$ cat src/hdl/cdto_pkg.sv
// Functional notes
// - override clear: value read-only, shows auto
// - override set: value writable, transmitter uses it
// - defaults suit 800 Mbps, auto follows rate
// - offset 0x61 clock zero, reset 0x1B
// - offset 0x62 clock trail, reset 0x0B
// - offset 0x63 clock post, reset 0x0A
// - offset 0x64 data prepare, reset 0x06
// - offset 0x65 data zero, reset 0x0C
// - all override bits reset to zero
// - offset 0x66 data trail, reset 0x08; bit 7 of each register selects auto or manual
package cdto_pkg;
  localparam int NUM_REGS = 6;
  localparam int VAL_W    = 7;
  localparam int OV_BIT   = 7;
  localparam int ADDR_W   = 12;
  // register indices: the byte address on the bus is four times these
  localparam logic [ADDR_W-1:0] IDX_CLK_ZERO   = 12'h0061;
  localparam logic [ADDR_W-1:0] IDX_CLK_TRAIL  = 12'h0062;
  localparam logic [ADDR_W-1:0] IDX_CLK_POST   = 12'h0063;
  localparam logic [ADDR_W-1:0] IDX_DATA_PREP  = 12'h0064;
  localparam logic [ADDR_W-1:0] IDX_DATA_ZERO  = 12'h0065;
  localparam logic [ADDR_W-1:0] IDX_DATA_TRAIL = 12'h0066;
  localparam logic [ADDR_W-1:0] IDX_BASE       = IDX_CLK_ZERO;
  localparam logic [VAL_W-1:0] RST_CLK_ZERO   = 7'h1B;
  localparam logic [VAL_W-1:0] RST_CLK_TRAIL  = 7'h0B;
  localparam logic [VAL_W-1:0] RST_CLK_POST   = 7'h0A;
  localparam logic [VAL_W-1:0] RST_DATA_PREP  = 7'h06;
  localparam logic [VAL_W-1:0] RST_DATA_ZERO  = 7'h0C;
  localparam logic [VAL_W-1:0] RST_DATA_TRAIL = 7'h08;
  localparam logic [1:0] RESP_OKAY   = 2'h0;
  localparam logic [1:0] RESP_SLVERR = 2'h2;
endpackage

$ cat src/hdl/cdto_regs.sv
// Decided for this implementation: register access over AXI4-Lite.
`timescale 1ns/100ps
`default_nettype none
module cdto_regs
  import cdto_pkg::*;
(
  input  wire logic                    core_clk_i,
  input  wire logic                    rst_n_i,
  input  wire logic [NUM_REGS*VAL_W-1:0] auto_value_i,
  input  wire logic [ADDR_W-1:0]       s_axi_awaddr_i,
  input  wire logic                    s_axi_awvalid_i,
  output logic                         s_axi_awready_o,
  input  wire logic [31:0]             s_axi_wdata_i,
  input  wire logic [3:0]              s_axi_wstrb_i,
  input  wire logic                    s_axi_wvalid_i,
  output logic                         s_axi_wready_o,
  output logic [1:0]                   s_axi_bresp_o,
  output logic                         s_axi_bvalid_o,
  input  wire logic                    s_axi_bready_i,
  input  wire logic [ADDR_W-1:0]       s_axi_araddr_i,
  input  wire logic                    s_axi_arvalid_i,
  output logic                         s_axi_arready_o,
  output logic [31:0]                  s_axi_rdata_o,
  output logic [1:0]                   s_axi_rresp_o,
  output logic                         s_axi_rvalid_o,
  input  wire logic                    s_axi_rready_i,
  output logic [NUM_REGS-1:0]          override_o,
  output logic [NUM_REGS*VAL_W-1:0]    applied_value_o
);
  // ----------------------------------------
  // decode helpers
  // ----------------------------------------
  // indices are word numbers; the two low address bits are ignored
  function automatic logic hit(input logic [ADDR_W-1:0] a);
    hit = (a[ADDR_W-1:2] >= 10'(IDX_BASE)) &&
          (a[ADDR_W-1:2] <= 10'(IDX_DATA_TRAIL));
  endfunction
  function automatic logic [2:0] slot(input logic [ADDR_W-1:0] a);
    logic [ADDR_W-1:0] d;
    d = {2'h0, a[ADDR_W-1:2]} - IDX_BASE;
    slot = d[2:0];
  endfunction

  localparam logic [NUM_REGS*VAL_W-1:0] RST_VALS =
    {RST_DATA_TRAIL, RST_DATA_ZERO, RST_DATA_PREP,
     RST_CLK_POST, RST_CLK_TRAIL, RST_CLK_ZERO};

  function automatic logic slot_is(input logic [ADDR_W-1:0] a,
                                   input int                i);
    slot_is = hit(a) && (slot(a) == 3'(i));
  endfunction

  function automatic logic [VAL_W-1:0] field(
    input logic [NUM_REGS*VAL_W-1:0] v,
    input int                        i);
    field = v[i*VAL_W +: VAL_W];
  endfunction

  // ----------------------------------------
  // elaboration checks
  // ----------------------------------------
  // the slot decode is three bits wide and each value field must sit
  // below the override bit, so other sizes need a new decode
  if (NUM_REGS > 8) begin : g_regs_chk
    $error("cdto_regs: at most eight timing registers");
  end
  if (VAL_W > OV_BIT) begin : g_val_chk
    $error("cdto_regs: value field overlaps the override bit");
  end
  if (ADDR_W != 12) begin : g_addr_chk
    $error("cdto_regs: the index decode expects twelve address bits");
  end

  // ----------------------------------------
  // auto value sync (from the rate logic)
  // ----------------------------------------
  // the rate logic changes these rarely and holds them for many cycles,
  // so a plain two-stage sync is enough; a word that moves while it is
  // sampled can show a mixed value for a single cycle
  logic [NUM_REGS*VAL_W-1:0] auto_s1_q;
  logic [NUM_REGS*VAL_W-1:0] auto_q;
  always_ff @(posedge core_clk_i or negedge rst_n_i) begin
    if (!rst_n_i) begin
      auto_s1_q <= RST_VALS;
      auto_q    <= RST_VALS;
    end else begin
      auto_s1_q <= auto_value_i;
      auto_q    <= auto_s1_q;
    end
  end

  // ----------------------------------------
  // write channel
  // ----------------------------------------
  logic              aw_hold_q;
  logic              w_hold_q;
  logic [ADDR_W-1:0] awaddr_q;
  logic [31:0]       wdata_q;
  logic              wstrb0_q;
  logic              do_write;
  assign do_write = aw_hold_q && w_hold_q && !s_axi_bvalid_o;
  logic              aw_take;
  logic              w_take;
  assign aw_take = s_axi_awvalid_i && s_axi_awready_o;
  assign w_take  = s_axi_wvalid_i && s_axi_wready_o;

  // a beat waits here until its partner arrives; the write lands only
  // once both are in and the previous answer has been taken

  always_ff @(posedge core_clk_i or negedge rst_n_i) begin
    if (!rst_n_i) begin
      aw_hold_q <= 1'b0;
      awaddr_q  <= '0;
    end else if (s_axi_awvalid_i && s_axi_awready_o) begin
      aw_hold_q <= 1'b1;
      awaddr_q  <= s_axi_awaddr_i;
    end else if (do_write) begin
      aw_hold_q <= 1'b0;
    end
  end

  always_ff @(posedge core_clk_i or negedge rst_n_i) begin
    if (!rst_n_i) begin
      w_hold_q <= 1'b0;
      wdata_q  <= '0;
      wstrb0_q <= 1'b0;
    end else if (s_axi_wvalid_i && s_axi_wready_o) begin
      w_hold_q <= 1'b1;
      wdata_q  <= s_axi_wdata_i;
      wstrb0_q <= s_axi_wstrb_i[0];
    end else if (do_write) begin
      w_hold_q <= 1'b0;
    end
  end

  // ready drops once a beat is held and returns with the write strobe,
  // so one address and one data beat at most wait inside the block
  always_ff @(posedge core_clk_i or negedge rst_n_i) begin
    if (!rst_n_i) begin
      s_axi_awready_o <= 1'b1;
    end else begin
      s_axi_awready_o <= !(aw_hold_q || aw_take) || do_write;
    end
  end

  always_ff @(posedge core_clk_i or negedge rst_n_i) begin
    if (!rst_n_i) begin
      s_axi_wready_o <= 1'b1;
    end else begin
      s_axi_wready_o <= !(w_hold_q || w_take) || do_write;
    end
  end

  // ----------------------------------------
  // write response
  // ----------------------------------------
  // one answer per write, mapped or not
  always_ff @(posedge core_clk_i or negedge rst_n_i) begin
    if (!rst_n_i) begin
      s_axi_bvalid_o <= 1'b0;
    end else if (do_write) begin
      s_axi_bvalid_o <= 1'b1;
    end else if (s_axi_bready_i) begin
      s_axi_bvalid_o <= 1'b0;
    end
  end

  // unmapped writes change nothing and report an error
  always_ff @(posedge core_clk_i or negedge rst_n_i) begin
    if (!rst_n_i) begin
      s_axi_bresp_o <= RESP_OKAY;
    end else if (do_write) begin
      s_axi_bresp_o <= hit(awaddr_q) ? RESP_OKAY : RESP_SLVERR;
    end
  end

  // ----------------------------------------
  // timing registers
  // ----------------------------------------
  logic [NUM_REGS-1:0]       ov_q;
  logic [NUM_REGS*VAL_W-1:0] man_q;
  logic                      wr_hit;
  logic [2:0]                wr_slot;
  // a write with its low byte lane off is answered but changes nothing
  assign wr_hit  = do_write && wstrb0_q && hit(awaddr_q);
  assign wr_slot = slot(awaddr_q);

  always_ff @(posedge core_clk_i or negedge rst_n_i) begin
    if (!rst_n_i) begin
      ov_q <= '0;
    end else begin
      for (int i = 0; i < NUM_REGS; i++) begin
        if (wr_hit && wr_slot == 3'(i)) begin
          ov_q[i] <= wdata_q[OV_BIT];
        end
      end
    end
  end

  // value bits written while the override is clear are dropped, and
  // setting it copies the shown value, so the transmitter never jumps
  // to a stale manual value
  always_ff @(posedge core_clk_i or negedge rst_n_i) begin
    if (!rst_n_i) begin
      man_q <= RST_VALS;
    end else begin
      for (int i = 0; i < NUM_REGS; i++) begin
        if (wr_hit && wr_slot == 3'(i)) begin
          if (wdata_q[OV_BIT] && ov_q[i]) begin
            man_q[i*VAL_W +: VAL_W] <= wdata_q[VAL_W-1:0];
          end else if (wdata_q[OV_BIT]) begin
            man_q[i*VAL_W +: VAL_W] <= field(auto_q, i);
          end
        end
      end
    end
  end

  // software reads the same value that the transmitter applies

  // select auto or manual; auto tracks rate
  logic [NUM_REGS*VAL_W-1:0] shown;
  always_comb begin
    shown = '0;
    for (int i = 0; i < NUM_REGS; i++)
      shown[i*VAL_W +: VAL_W] = ov_q[i] ? man_q[i*VAL_W +: VAL_W]
                                        : auto_q[i*VAL_W +: VAL_W];
  end

  // ----------------------------------------
  // outputs to the transmitter
  // ----------------------------------------
  // registered once more so the transmitter sees flop outputs only;
  // a change reaches it one cycle after the register updates
  always_ff @(posedge core_clk_i or negedge rst_n_i) begin
    if (!rst_n_i) begin
      override_o <= '0;
    end else begin
      override_o <= ov_q;
    end
  end

  always_ff @(posedge core_clk_i or negedge rst_n_i) begin
    if (!rst_n_i) begin
      applied_value_o <= RST_VALS;
    end else begin
      applied_value_o <= shown;
    end
  end

  // ----------------------------------------
  // read channel
  // ----------------------------------------
  logic ar_take;
  assign ar_take = s_axi_arvalid_i && s_axi_arready_o;

  // unmapped addresses read as zero; bits above the override bit are zero
  function automatic logic [31:0] read_word(input logic [ADDR_W-1:0] a);
    read_word = 32'h0000_0000;
    for (int i = 0; i < NUM_REGS; i++) begin
      if (slot_is(a, i)) begin
        read_word = 32'({ov_q[i], field(shown, i)});
      end
    end
  endfunction

  // one read in flight: the address is refused until the data is taken
  always_ff @(posedge core_clk_i or negedge rst_n_i) begin
    if (!rst_n_i) begin
      s_axi_arready_o <= 1'b1;
    end else if (ar_take) begin
      s_axi_arready_o <= 1'b0;
    end else if (s_axi_rvalid_o && s_axi_rready_i) begin
      s_axi_arready_o <= 1'b1;
    end
  end

  always_ff @(posedge core_clk_i or negedge rst_n_i) begin
    if (!rst_n_i) begin
      s_axi_rvalid_o <= 1'b0;
    end else if (ar_take) begin
      s_axi_rvalid_o <= 1'b1;
    end else if (s_axi_rvalid_o && s_axi_rready_i) begin
      s_axi_rvalid_o <= 1'b0;
    end
  end

  always_ff @(posedge core_clk_i or negedge rst_n_i) begin
    if (!rst_n_i) begin
      s_axi_rresp_o <= RESP_OKAY;
    end else if (ar_take) begin
      s_axi_rresp_o <= hit(s_axi_araddr_i) ? RESP_OKAY : RESP_SLVERR;
    end
  end

  // data is frozen while it is offered, so a slow reader sees one value
  always_ff @(posedge core_clk_i or negedge rst_n_i) begin
    if (!rst_n_i) begin
      s_axi_rdata_o <= '0;
    end else if (ar_take) begin
      s_axi_rdata_o <= read_word(s_axi_araddr_i);
    end
  end
endmodule
`default_nettype wire

$ cat config.mk
export PLATFORM = sky130hd
export DESIGN_NAME = cdto_regs
export DESIGN_NICKNAME = d
export VERILOG_FILES = /design/src/hdl/cdto_pkg.sv /design/src/hdl/cdto_regs.sv
export SDC_FILE = /design/constraint.sdc
export NUM_CORES = 1
export LEC_CHECK = 0
export BUFFER_PORTS_ARGS = -buffer_cell sky130_fd_sc_hd__buf_2
export CAP_MARGIN = 10
export CORE_ASPECT_RATIO = 1.25
export CORE_UTILIZATION = 45
export CTS_CLUSTER_SIZE = 28
export DETAILED_ROUTE_END_ITERATION = 8
export PLACE_DENSITY = 0.78
export SYNTH_ARGS = -nofsm -noshare
export SYNTH_HDL_FRONTEND = slang
export SYNTH_SLANG_ARGS = --single-unit
$ cat constraint.sdc
create_clock -name core_clk_i -period 5.3 [get_ports core_clk_i]
set_clock_uncertainty 0.2 [all_clocks]
set_input_delay 1.06 -clock core_clk_i [delete_from_list [all_inputs] [get_ports core_clk_i]]
set_output_delay 1.06 -clock core_clk_i [all_outputs]
set_load 0.02 [all_outputs]
==> results of run 1 <==
==> power breakdown <==
| group | leakage (uW) | switching [uW] | total (uW) | internal, uW |
|---|---|---|---|---|
| Sequential | 0.00256 | 214 | 2040 | 1830 |
| Combinational | 0.00165 | 288 | 507 | 219 |
| Clock | 0.000336 | 632 | 1510 | 875 |
| Total | 0.00455 | 1130 | 4060 | 2920 |
==> layout by cell type, fill, tap and decap left out, types with 6 or more instances in the layout <==
master | Yosys | routed
dfrtp_1 | 157 | 157
mux2_2 | 145 | 145
buf_2 | 9 | 139
dfstp_2 | 59 | 59
conb_1 | 1 | 26
clkbuf_16 | 0 | 23
o21ai_0 | 19 | 19
nand2_1 | 18 | 18
a22oi_1 | 16 | 16
a2bb2oi_1 | 15 | 15
inv_1 | 8 | 8
o31ai_1 | 8 | 8
o22ai_1 | 7 | 7
nand3_1 | 6 | 6
clkinvlp_4 | 0 | 6
==> layout make-up <==
| cell class | count | area (um2) | share of cell area |
|---|---|---|---|
| diodes | 3 | 7.51 | 0.000752 |
| multi-input cells | 314 | 2730 | 0.274 |
| inverters | 8 | 30.0 | 0.00301 |
| clock buffers | 28 | 614 | 0.0615 |
| repair buffers | 142 | 737 | 0.0738 |
| clock inverters | 12 | 104 | 0.0104 |
| flip-flops and latches | 216 | 5480 | 0.548 |
| well taps | 228 | 285 | 0.0286 |
==> worst reg2reg max path, delay by kind of cell, from the launching register on <==
family / cells / cell delay (ps)
buf+inv: 1 / 120
mux: 1 / 420
flops: 1 / 470
simple gates: 2 / 790
fa+ha+maj: 1 / 420
==> cell usage after synthesis (3+ instances only) <==
master and count:
dfstp_2 59, buf_4 26, clkbuf_1 3, a21o_1 3
nand3_1 6, o21ai_0 19, nand4_1 5, o31ai_1 8
buf_2 9, nor2b_1 5, mux2_2 145, nor4bb_1 3
inv_1 8, nand2_1 18, nor2_1 5, nor2_2 3
clkbuf_8 3, dfrtp_1 157, a2bb2oi_1 15, o22ai_1 7
a22oi_1 16
==> layer usage <==
layer  vias to the layer above  GRT usage  part of all wire
met1                      2507      0.241              0.40
li1                       2258          -                 -
met3                        61     0.0279             0.050
met5                         -          0                 0
met4                         0      0.102             0.049
met2                       181      0.331              0.50
==> registers in the layout, summed over array words and instances, names as in the netlist <==
register	cells
applied_value_o	42
s_axi_bresp_o	1
awaddr_q	10
auto_q	42
man_q	42
auto_s1_q	42
override_o	6
s_axi_rvalid_o	1
ov_q	6
aw_hold_q	1
s_axi_bvalid_o	1
wdata_q	8
wstrb0_q	1
s_axi_rresp_o	1
w_hold_q	1
s_axi_wready_o	1
s_axi_rdata_o	8
s_axi_arready_o	1
s_axi_awready_o	1
==> cell families (layout without fill, tap and decap cells) <==
| family | after synthesis | in the layout | synth area share |
|---|---|---|---|
| flops | 216 | 216 | 0.648 |
| fa+ha+maj | 2 | 2 | 0.00296 |
| mux | 147 | 147 | 0.195 |
| compound gates | 77 | 77 | 0.0650 |
| buf+inv | 51 | 190 | 0.0400 |
| simple gates | 62 | 62 | 0.0482 |
| other cells | 1 | 29 | 0.000443 |
==> per-stage QoR <==
step                hold slack, ps  worst slack [ps]
finish                         146              2510
global route                   151              2370
CTS                            146              2570
detailed placement             135              2050
global placement               133              2100
floorplan                      131              2570
==> path summary, 6_finish.rpt <==
check / from / to / slack (ps) / depth (start not counted)
setup / recovery: s_axi_araddr_i[3] / s_axi_rdata_o[4] / 2510 / 5
max in group asynchronous: rst_n_i / s_axi_wready_o / 3370 / 2
hold reg to reg: auto_s1_q[12] / auto_q[12] / 150 / 0
setup reg to reg: awaddr_q[4] / man_q[19] / 2770 / 5
min in group asynchronous: rst_n_i / auto_q[24] / 490 / 1
hold / removal: auto_s1_q[12] / auto_q[12] / 150 / 0
==> results.md, run 1 <==
- Biggest area consumer among synthesized cells: dfrtp_1
- Setup-failing EPs final: 0
- Slowest stage delay, CP: 960 ps
- TritonCTS Buffers: 22
- Initial Utilization: 0.464
- First-pass GRT wire length: 28.8 mm
- I/O pins: 198
- DIE AREA: 0.0193 mm2
- Final slew viol count: 0
- Post-synth EDFFs: 0
- Post-route DRC: 0
- Max cap viols: 0
- Syn Inst Count: 556
- Gpl congestion: 0.854
- Post-route cell area: 0.00999 mm2
- Standard-cell rows: 55
- Layout cells sized above 1: 0.546
- Starting DRT DRC Count: 269
- Clock Latency Late Sink: 500 ps
- Initial antenna violation count: 3
- WP data arrival: 2960 ps
- H-tree Lvls: 1
- Final std cells w/o fill: 951
- Core Util, Final: 0.548
- Post-Syn Area: 0.00846 mm2
- Core area: 0.0182 mm2
- Placed Cells: 907
- Slew of the pin with the lowest slew margin: 1210 ps
- CTS root buf: clkbuf_16
- Area grow syn2layout: 18.1%
- Synthesized area per cell: 15.2 um2
- Crit path buf inv count: 1
- Number of iterations in the first detailed-routing pass: 4
- Yosys cell types: 47
- Setup crit start kind: input port
- Worst-path cell chain: buf_2 -> nor2b_1 -> nand3_1 -> o21ai_0 -> o31ai_1
- Crit-path leading delay family: simple AND/OR/NAND/NOR gates
- Hold buffer count at CTS: 0
- Post-synth top area share: 0.465
- Vias in the first global route: 5280
- GR Overflow Total: 0
- TNS Setup: 0 ps
- Pwr dens: 406 mW/mm2
- Ys Warns: 0
- RSZ-0062 raised after global routing: no
- DR WL/cell: 19.4 um
- Final WL: 18.5 mm
- # resized after CTS: 0
- Chip height: 155 um
- CP required: 5470 ps
- Sequential cell area fraction in the yosys report: 0.648
- Final hold violation count: 0
- Crit path time final: 2790 ps
- Status: finished, final reports clean
- Placed Area: 0.00926 mm2
- Total Power: 4060 uW
- Hold Crit Class: reg -> reg
- Crit Path Class: in -> reg
- TritonCTS clock tree: built
- Peak supply drop: 246 uV
- CTS max path bufs: 3
- Critical-path top delay cell: nor2b_1
- Largest cells by area after synthesis: dfrtp_1 (46%), mux2_2 (19%), dfstp_2 (18%)
- DP HPWL: 12.8 mm
- Synth Flop Type: dfrtp_1
- Maximum fanout along the worst path: 17
- Fill cells: 1528
- Clock slew at reported path FFs: 60 ps
- Register bit total from synthesis: 216
- FMAX: 359 MHz
- Via count: 5007
- Vias per cell: 5.26
- Port bufs: 140
- Tcrit/Tclk final: 0.526
- Setup Fix Bufs, Post-CTS: 0
- Leakage power: 0.00455 uW
- Crit end category: flip-flop
- Remaining antenna violation count: 0
- Relative max-transition margin: 0.189
- Global-route usage over all layers: 0.194
- Pin count of the biggest net entering global routing: 133
- Asr flop ratio synth: 1.00
- Final Net Count: 815
- Die X-Extent: 125 um
- Clock sink count: 216
Power figures use the tool's default switching activity.
==> inputs of run 2 (changes only) <==
Clock period 5.3 ns to 2.9 ns, I/O delays scaled along.
==> run 2 against run 1 <==
  * First-iteration DRC count fell by 17%
  * Register-to-register slack lost 2200 ps
  * Non-clock buffer count up 51
  * Global-route usage rose by 0.49 points
  * Sequential share of layout area fell by 2.6 points
  * Cell count increased by 5.2%
  * Critical path depth grew 1
  * Cell area up 4.9%
  * Via count up 3.4%
  * Highest routed layer unchanged
==> results.md, run 2 (synthesis gave the netlist of run 1 again) <==
- Final hold violation count: 0 (unchanged)
- Final Net Count: 866 (was 815)
- Relative max-transition margin: 0.587 (was 0.189)
- FMAX: 435 MHz
- Via count: 5179 (was 5007)
- Gpl congestion: 0.873 (was 0.854)
- Post-route DRC: 0 (unchanged)
- Slew of the pin with the lowest slew margin: 620 ps (was 1210 ps)
- GR Overflow Total: 0 (unchanged)
- Final worst slack: 599 ps (was 2510 ps)
- H-tree Lvls: 1 (unchanged)
- Most frequent cells in the layout: dfrtp_1 (157), mux2_2 (145), buf_2 (139), dfstp_2 (59), dlygate4sd3_1 (43) (was dfrtp_1 (157), mux2_2 (145), buf_2 (139), dfstp_2 (59), conb_1 (26))
- Vias per cell: 5.18 (was 5.26)
- Final slew viol count: 0 (unchanged)
- CTS root buf: clkbuf_16 (unchanged)
- Initial Utilization: 0.464 (unchanged)
- Clock Latency Late Sink: 500 ps (about the same)
- Peak supply drop: 421 uV (was 246 uV)
- Leakage power: 0.00477 uW (was 0.00455 uW)
- Crit end category: flip-flop (unchanged)
- Hold Crit Class: in -> reg (was reg -> reg)
- Reg2Reg Setup Slack: 600 ps (was 2770 ps)
- CTS max path bufs: 3 (unchanged)
- Layout cells sized above 1: 0.516 (was 0.546)
- Dpl ws: 339 ps (was 2050 ps)
- TritonCTS Buffers: 22 (unchanged)
- Global-route usage over all layers: 0.199 (was 0.194)
- Commonest non-fill, non-tap cell in the layout: dfrtp_1 (unchanged)
- Reg2reg path depth: 6 (was 5)
- Crit path capture: man_q[14] (was s_axi_rdata_o[4])
- DIE AREA: 0.0193 mm2 (unchanged)
- Area grow syn2layout: 23.9% (was 18.1%)
- Cell depth of the worst min-delay path: 2 (was 0)
- Remaining antenna violation count: 0 (unchanged)
- Max cap viols: 0 (unchanged)
- I/O pins: 198 (unchanged)
- DP HPWL: 13.1 mm (was 12.8 mm)
- Pwr dens: 706 mW/mm2 (was 406 mW/mm2)
- Port bufs: 140 (unchanged)
- DR WL/cell: 19.0 um (was 19.4 um)
- Chip height: 155 um (unchanged)
- Standard-cell rows: 55 (unchanged)
- Setup-failing EPs final: 0 (unchanged)
- Number of iterations in the first detailed-routing pass: 4 (unchanged)
- WP data arrival: 2480 ps (was 2960 ps)
- Worst R2R End: man_q[14] (was man_q[19])
- Core area: 0.0182 mm2 (unchanged)
- Initial antenna violation count: 1 (was 3)
- Maximum fanout along the worst path: 8 (was 17)
- TNS Setup: 0 ps (unchanged)
- Setup crit start kind: flip-flop (was input port)
- Crit path time final: 2300 ps
- # resized after CTS: 0 (unchanged)
- TritonCTS clock tree: built (unchanged)
- Status: finished, final reports clean (unchanged)
- Critical path origin: awaddr_q[4] (was s_axi_araddr_i[3])
- Reg2reg start: awaddr_q[4] (unchanged)
- Crit Path Class: reg -> reg (was in -> reg)
- Vias in the first global route: 5342 (was 5280)
- Tcrit/Tclk final: 0.794
- Clock slew at reported path FFs: 60 ps (about the same)
- Starting DRT DRC Count: 223 (was 269)
- Final WL: 19.0 mm (was 18.5 mm)
- CP required: 3080 ps (was 5470 ps)
- Clock sink count: 216 (unchanged)
- Setup Fix Bufs, Post-CTS: 0 (unchanged)
- RSZ-0062 raised after global routing: no (unchanged)
- Pin count of the biggest net entering global routing: 74 (was 133)
- First-pass GRT wire length: 29.6 mm (was 28.8 mm)
- Die X-Extent: 125 um (unchanged)
[run 2: cell count changes in the layout (fill, tap and decap cells not counted), moves of 2 or more]
| cell | change |
|---|---|
| buf_12 | +2 |
| buf_4 | +6 |
| clkbuf_1 | +3 |
| clkbuf_8 | +2 |
| clkinvlp_4 | -3 |
| diode_2 | -2 |
| dlygate4sd3_1 | +43 |
[run 2: worst min path at each step]
| stage | startpoint | to | slack (ps) |
|---|---|---|---|
| floorplan | rst_n_i | applied_value_o[11] | 80 |
| CTS | s_axi_arvalid_i | s_axi_arready_o | 40 |
| finish | s_axi_arvalid_i | s_axi_arready_o | 50 |
| global route | s_axi_arvalid_i | s_axi_arready_o | 60 |
| global placement | auto_s1_q[5] | auto_q[5] | 130 |
| detailed placement | auto_s1_q[5] | auto_q[5] | 130 |
[run 2: layout make-up]
class | instances | area (um2)
Clock buffer | 33 | 653
Tap cell | 228 | 285
Antenna cell | 1 | 2.50
Sequential cell | 216 | 5480
Fill cell | 1467 | 7760
Multi-Input combinational cell | 314 | 2730
Inverter | 8 | 30.0
Timing Repair Buffer | 193 | 1250
Clock inverter | 7 | 42.5
[run 2: critical path, cell delays in order, from the launching register on]
cell	delay, ps
dfrtp_1	470
ha_1	410
inv_1	130
nand2_1	150
nor4_4	260
buf_4	220
mux2_2	350
[run 2: power by group]
group | switching [uW] | internal [uW] | total (uW) | leakage (uW)
Combinational | 536 | 449 | 984 | 0.00188
Sequential | 396 | 3340 | 3740 | 0.00256
Clock | 1110 | 1560 | 2670 | 0.000335
Total | 2040 | 5350 | 7390 | 0.00477
[run 2: stage by stage]
step | cell area [um2] | hold WS, ps | std cells | total power, uW | utilization
floorplan | 8550 | 84.4 | 581 | 4260 | -
global placement | 9350 | 135 | 916 | 4710 | 0.513
detailed placement | 9350 | 135 | 916 | 4740 | 0.513
CTS | 10500 | 39.1 | 999 | 7470 | 0.574
global route | 10500 | 63.1 | 1000 | 7710 | 0.575
finish | 10500 | 46.1 | 1000 | 7390 | 0.575
[run 2: per-layer routing]
layer,track usage,part of all wire,vias to the layer above
met3,0.0272,0.047,43
met4,0.0734,0.031,0
met1,0.254,0.42,2608
met2,0.346,0.51,168
met5,0,0,-
li1,-,-,2360
[run 2: timing repair]
action,CTS,global route
endpoints found under the hold margin,95,0
hold buffers,43,0
setup endpoints to repair,0,0
==> inputs of run 3 (changes only) <==
Settings changed: PLACE_DENSITY 0.78 to 0.8.
Clock period 2.9 ns to 1.93 ns, I/O delays scaled along.
==> run 3 against run 2 <==
  * The flow now finishes with violations (setup timing)
  * Maximum frequency is 15% higher
  * Sequential cell count stayed put
  * Power is 65% higher
  * Cell area is 12% higher
  * Count of clock-buffer cells in the layout is 4 lower
  * Non-clock buffer count is 99 higher
  * Critical path type unchanged
  * Largest power group unchanged
==> results.md, run 3 (synthesis gave the netlist of run 1 again) <==
- TritonCTS Buffers: 22 (unchanged)
- Fill cells: 1296 (was 1467)
- Clock sink count: 216 (unchanged)
- Relative max-transition margin: 0.652 (was 0.587)
- Final WL: 21.0 mm (was 19.0 mm)
- Layout cells sized above 1: 0.568 (was 0.516)
- TNS Setup: -1780 ps (was 0 ps)
- Pin count of the biggest net entering global routing: 66 (was 74)
- Final hold violation count: 0 (unchanged)
- Final worst slack: -79.2 ps (was 599 ps)
- DP HPWL: 13.8 mm (was 13.1 mm)
- DIE AREA: 0.0193 mm2 (unchanged)
- Footprint of the multi-input gates: 0.00298 mm2 (was 0.00273 mm2)
- Peak supply drop: 803 uV (was 421 uV)
- CTS root buf: clkbuf_16 (unchanged)
- I/O pins: 198 (unchanged)
- Global-route usage over all layers: 0.220 (was 0.199)
- Initial Utilization: 0.464 (unchanged)
- Core area: 0.0182 mm2 (unchanged)
- Chip height: 155 um (unchanged)
- Area grow syn2layout: 38.8% (was 23.9%)
- Maximum fanout along the worst path: 8 (unchanged)
- Setup-failing EPs final: 35 (was 0)
- Sequential Area: 0.00548 mm2 (about the same)
- Die X-Extent: 125 um (unchanged)
- Int Pwr: 8880 uW (was 5350 uW)
- WP data arrival: 2200 ps (was 2480 ps)
- Clock slew at reported path FFs: 70 ps (was 60 ps)
- Crit Path Class: reg -> reg (unchanged)
- Dpl ws: -403 ps (was 339 ps)
- Final slew viol count: 0 (unchanged)
- GR Overflow Total: 0 (unchanged)
- Status: complete, but fails checks (was finished, final reports clean)
- Gpl congestion: 0.856 (was 0.873)
- Leakage power: 0.00535 uW (was 0.00477 uW)
- CTS max path bufs: 3 (unchanged)
- Final Net Count: 965 (was 866)
- NetSw: 3350 uW (was 2040 uW)
- WHS: 95.5 ps (was 46.1 ps)
- Port bufs: 140 (unchanged)
- Setup crit start kind: flip-flop (unchanged)
- First-pass GRT wire length: 32.7 mm (was 29.6 mm)
- TritonCTS clock tree: built (unchanged)
- Seq pwr share: 0.454 (was 0.506)
- Crit end category: flip-flop (unchanged)
- Pwr dens: 1040 mW/mm2 (was 706 mW/mm2)
- CP required: 2120 ps (was 3080 ps)
- Placed Cells: 984 (was 916)
- Initial antenna violation count: 1 (unchanged)
- Commonest non-fill, non-tap cell in the layout: dfrtp_1 (unchanged)
- Vias in the first global route: 6042 (was 5342)
- Vias per cell: 5.09 (was 5.18)
- Starting DRT DRC Count: 241 (was 223)
- Hold Crit Class: in -> async (was in -> reg)
- Most frequent cells in the layout: dfrtp_1 (155), buf_2 (139), mux2_2 (112), buf_4 (71), dlygate4sd3_1 (66) (was dfrtp_1 (157), mux2_2 (145), buf_2 (139), dfstp_2 (59), dlygate4sd3_1 (43))
- FMAX: 498 MHz (was 435 MHz)
- Crit path time final: 2010 ps (was 2300 ps)
- RSZ-0062 raised after global routing: yes (was no)
- Final std cells w/o fill: 1099 (was 1000)
- DR WL/cell: 19.1 um (was 19.0 um)
- Via count: 5599 (was 5179)
- Tcrit/Tclk final: 1.04 (was 0.794)
- Post-route cell area: 0.0117 mm2 (was 0.0105 mm2)
- Placed Area: 0.0100 mm2 (was 0.00935 mm2)
- Gate power share: 0.172 (was 0.133)
- Post-route DRC: 0 (unchanged)
- Sw frac: 0.274 (was 0.276)
- Standard-cell rows: 55 (unchanged)
- Remaining antenna violation count: 0 (unchanged)
- Slew of the pin with the lowest slew margin: 522 ps (was 620 ps)
- Max cap viols: 0 (unchanged)
- Clock power share: 0.374 (was 0.361)
- Failing checks: setup timing
- Number of iterations in the first detailed-routing pass: 4 (unchanged)
- Clock Latency Late Sink: 500 ps (about the same)
- H-tree Lvls: 1 (unchanged)
[run 3: worst max-delay path, cell delays in order (launching register included)]
cell and delay, ps:
dfrtp_1 400, nor3_4 290, buf_4 170, and3_4 170
and4_4 220, buf_12 140, mux2_4 300
[run 3: power by group through the flow]
stage | registers [uW] | logic [uW] | clock network [uW]
after floorplan | 5520 | 953 | 0
after global placement | 5620 | 1880 | 0
after detailed placement | 5630 | 1910 | 0
after CTS | 5550 | 2070 | 4640
after global routing | 5590 | 2280 | 4840
final | 5560 | 2110 | 4570
[run 3: final cells by class]
cell class | count | area share
sequential | 216 | 0.467
timing repair buffer | 292 | 0.185
antenna | 1 | 0.000213
clock buffer | 29 | 0.0527
inverter | 8 | 0.00256
multi-input combinational | 314 | 0.254
clock inverter | 11 | 0.0148
tap | 228 | 0.0243
[run 3: through the flow]
step,utilization,power [uW]
after floorplan,-,6480
after global placement,0.550,7490
after detailed placement,0.550,7540
after CTS,0.640,12300
after global routing,0.643,12700
final,0.643,12200
[run 3: layer usage]
| layer | vias to the layer above | wire (um) | GRT usage | part of all wire |
|---|---|---|---|---|
| met2 | 171 | 10800 | 0.391 | 0.51 |
| met5 | - | 0 | 0 | 0 |
| met4 | 0 | 1000 | 0.110 | 0.048 |
| li1 | 2564 | - | - | - |
| met3 | 61 | 801 | 0.0254 | 0.038 |
| met1 | 2803 | 8380 | 0.266 | 0.40 |
[run 3: what timing repair did]
| action | in CTS | in global routing |
|---|---|---|
| buffers inserted | 5 | 3 |
| endpoints found under the setup margin | 32 | 43 |
| hold buffers | 66 | 0 |
| gates cloned | 0 | 0 |
| gates resized for setup | 33 | 12 |
| hold endpoints to repair | 226 | 0 |
| pin swaps | 9 | 5 |
[run 3: final timing paths]
| kind | cells past startpoint | slack, ps | startpoint | end |
|---|---|---|---|---|
| hold / removal | 2 | 100 | rst_n_i | auto_q[24] |
| setup reg to reg | 6 | -80 | awaddr_q[11] | man_q[24] |
| hold reg to reg | 0 | 140 | auto_s1_q[9] | auto_q[9] |
| max in group asynchronous | 3 | 800 | rst_n_i | applied_value_o[38] |
| min in group core_clk_i | 4 | 110 | s_axi_awvalid_i | aw_hold_q |
| setup / recovery | 6 | -80 | awaddr_q[11] | man_q[24] |
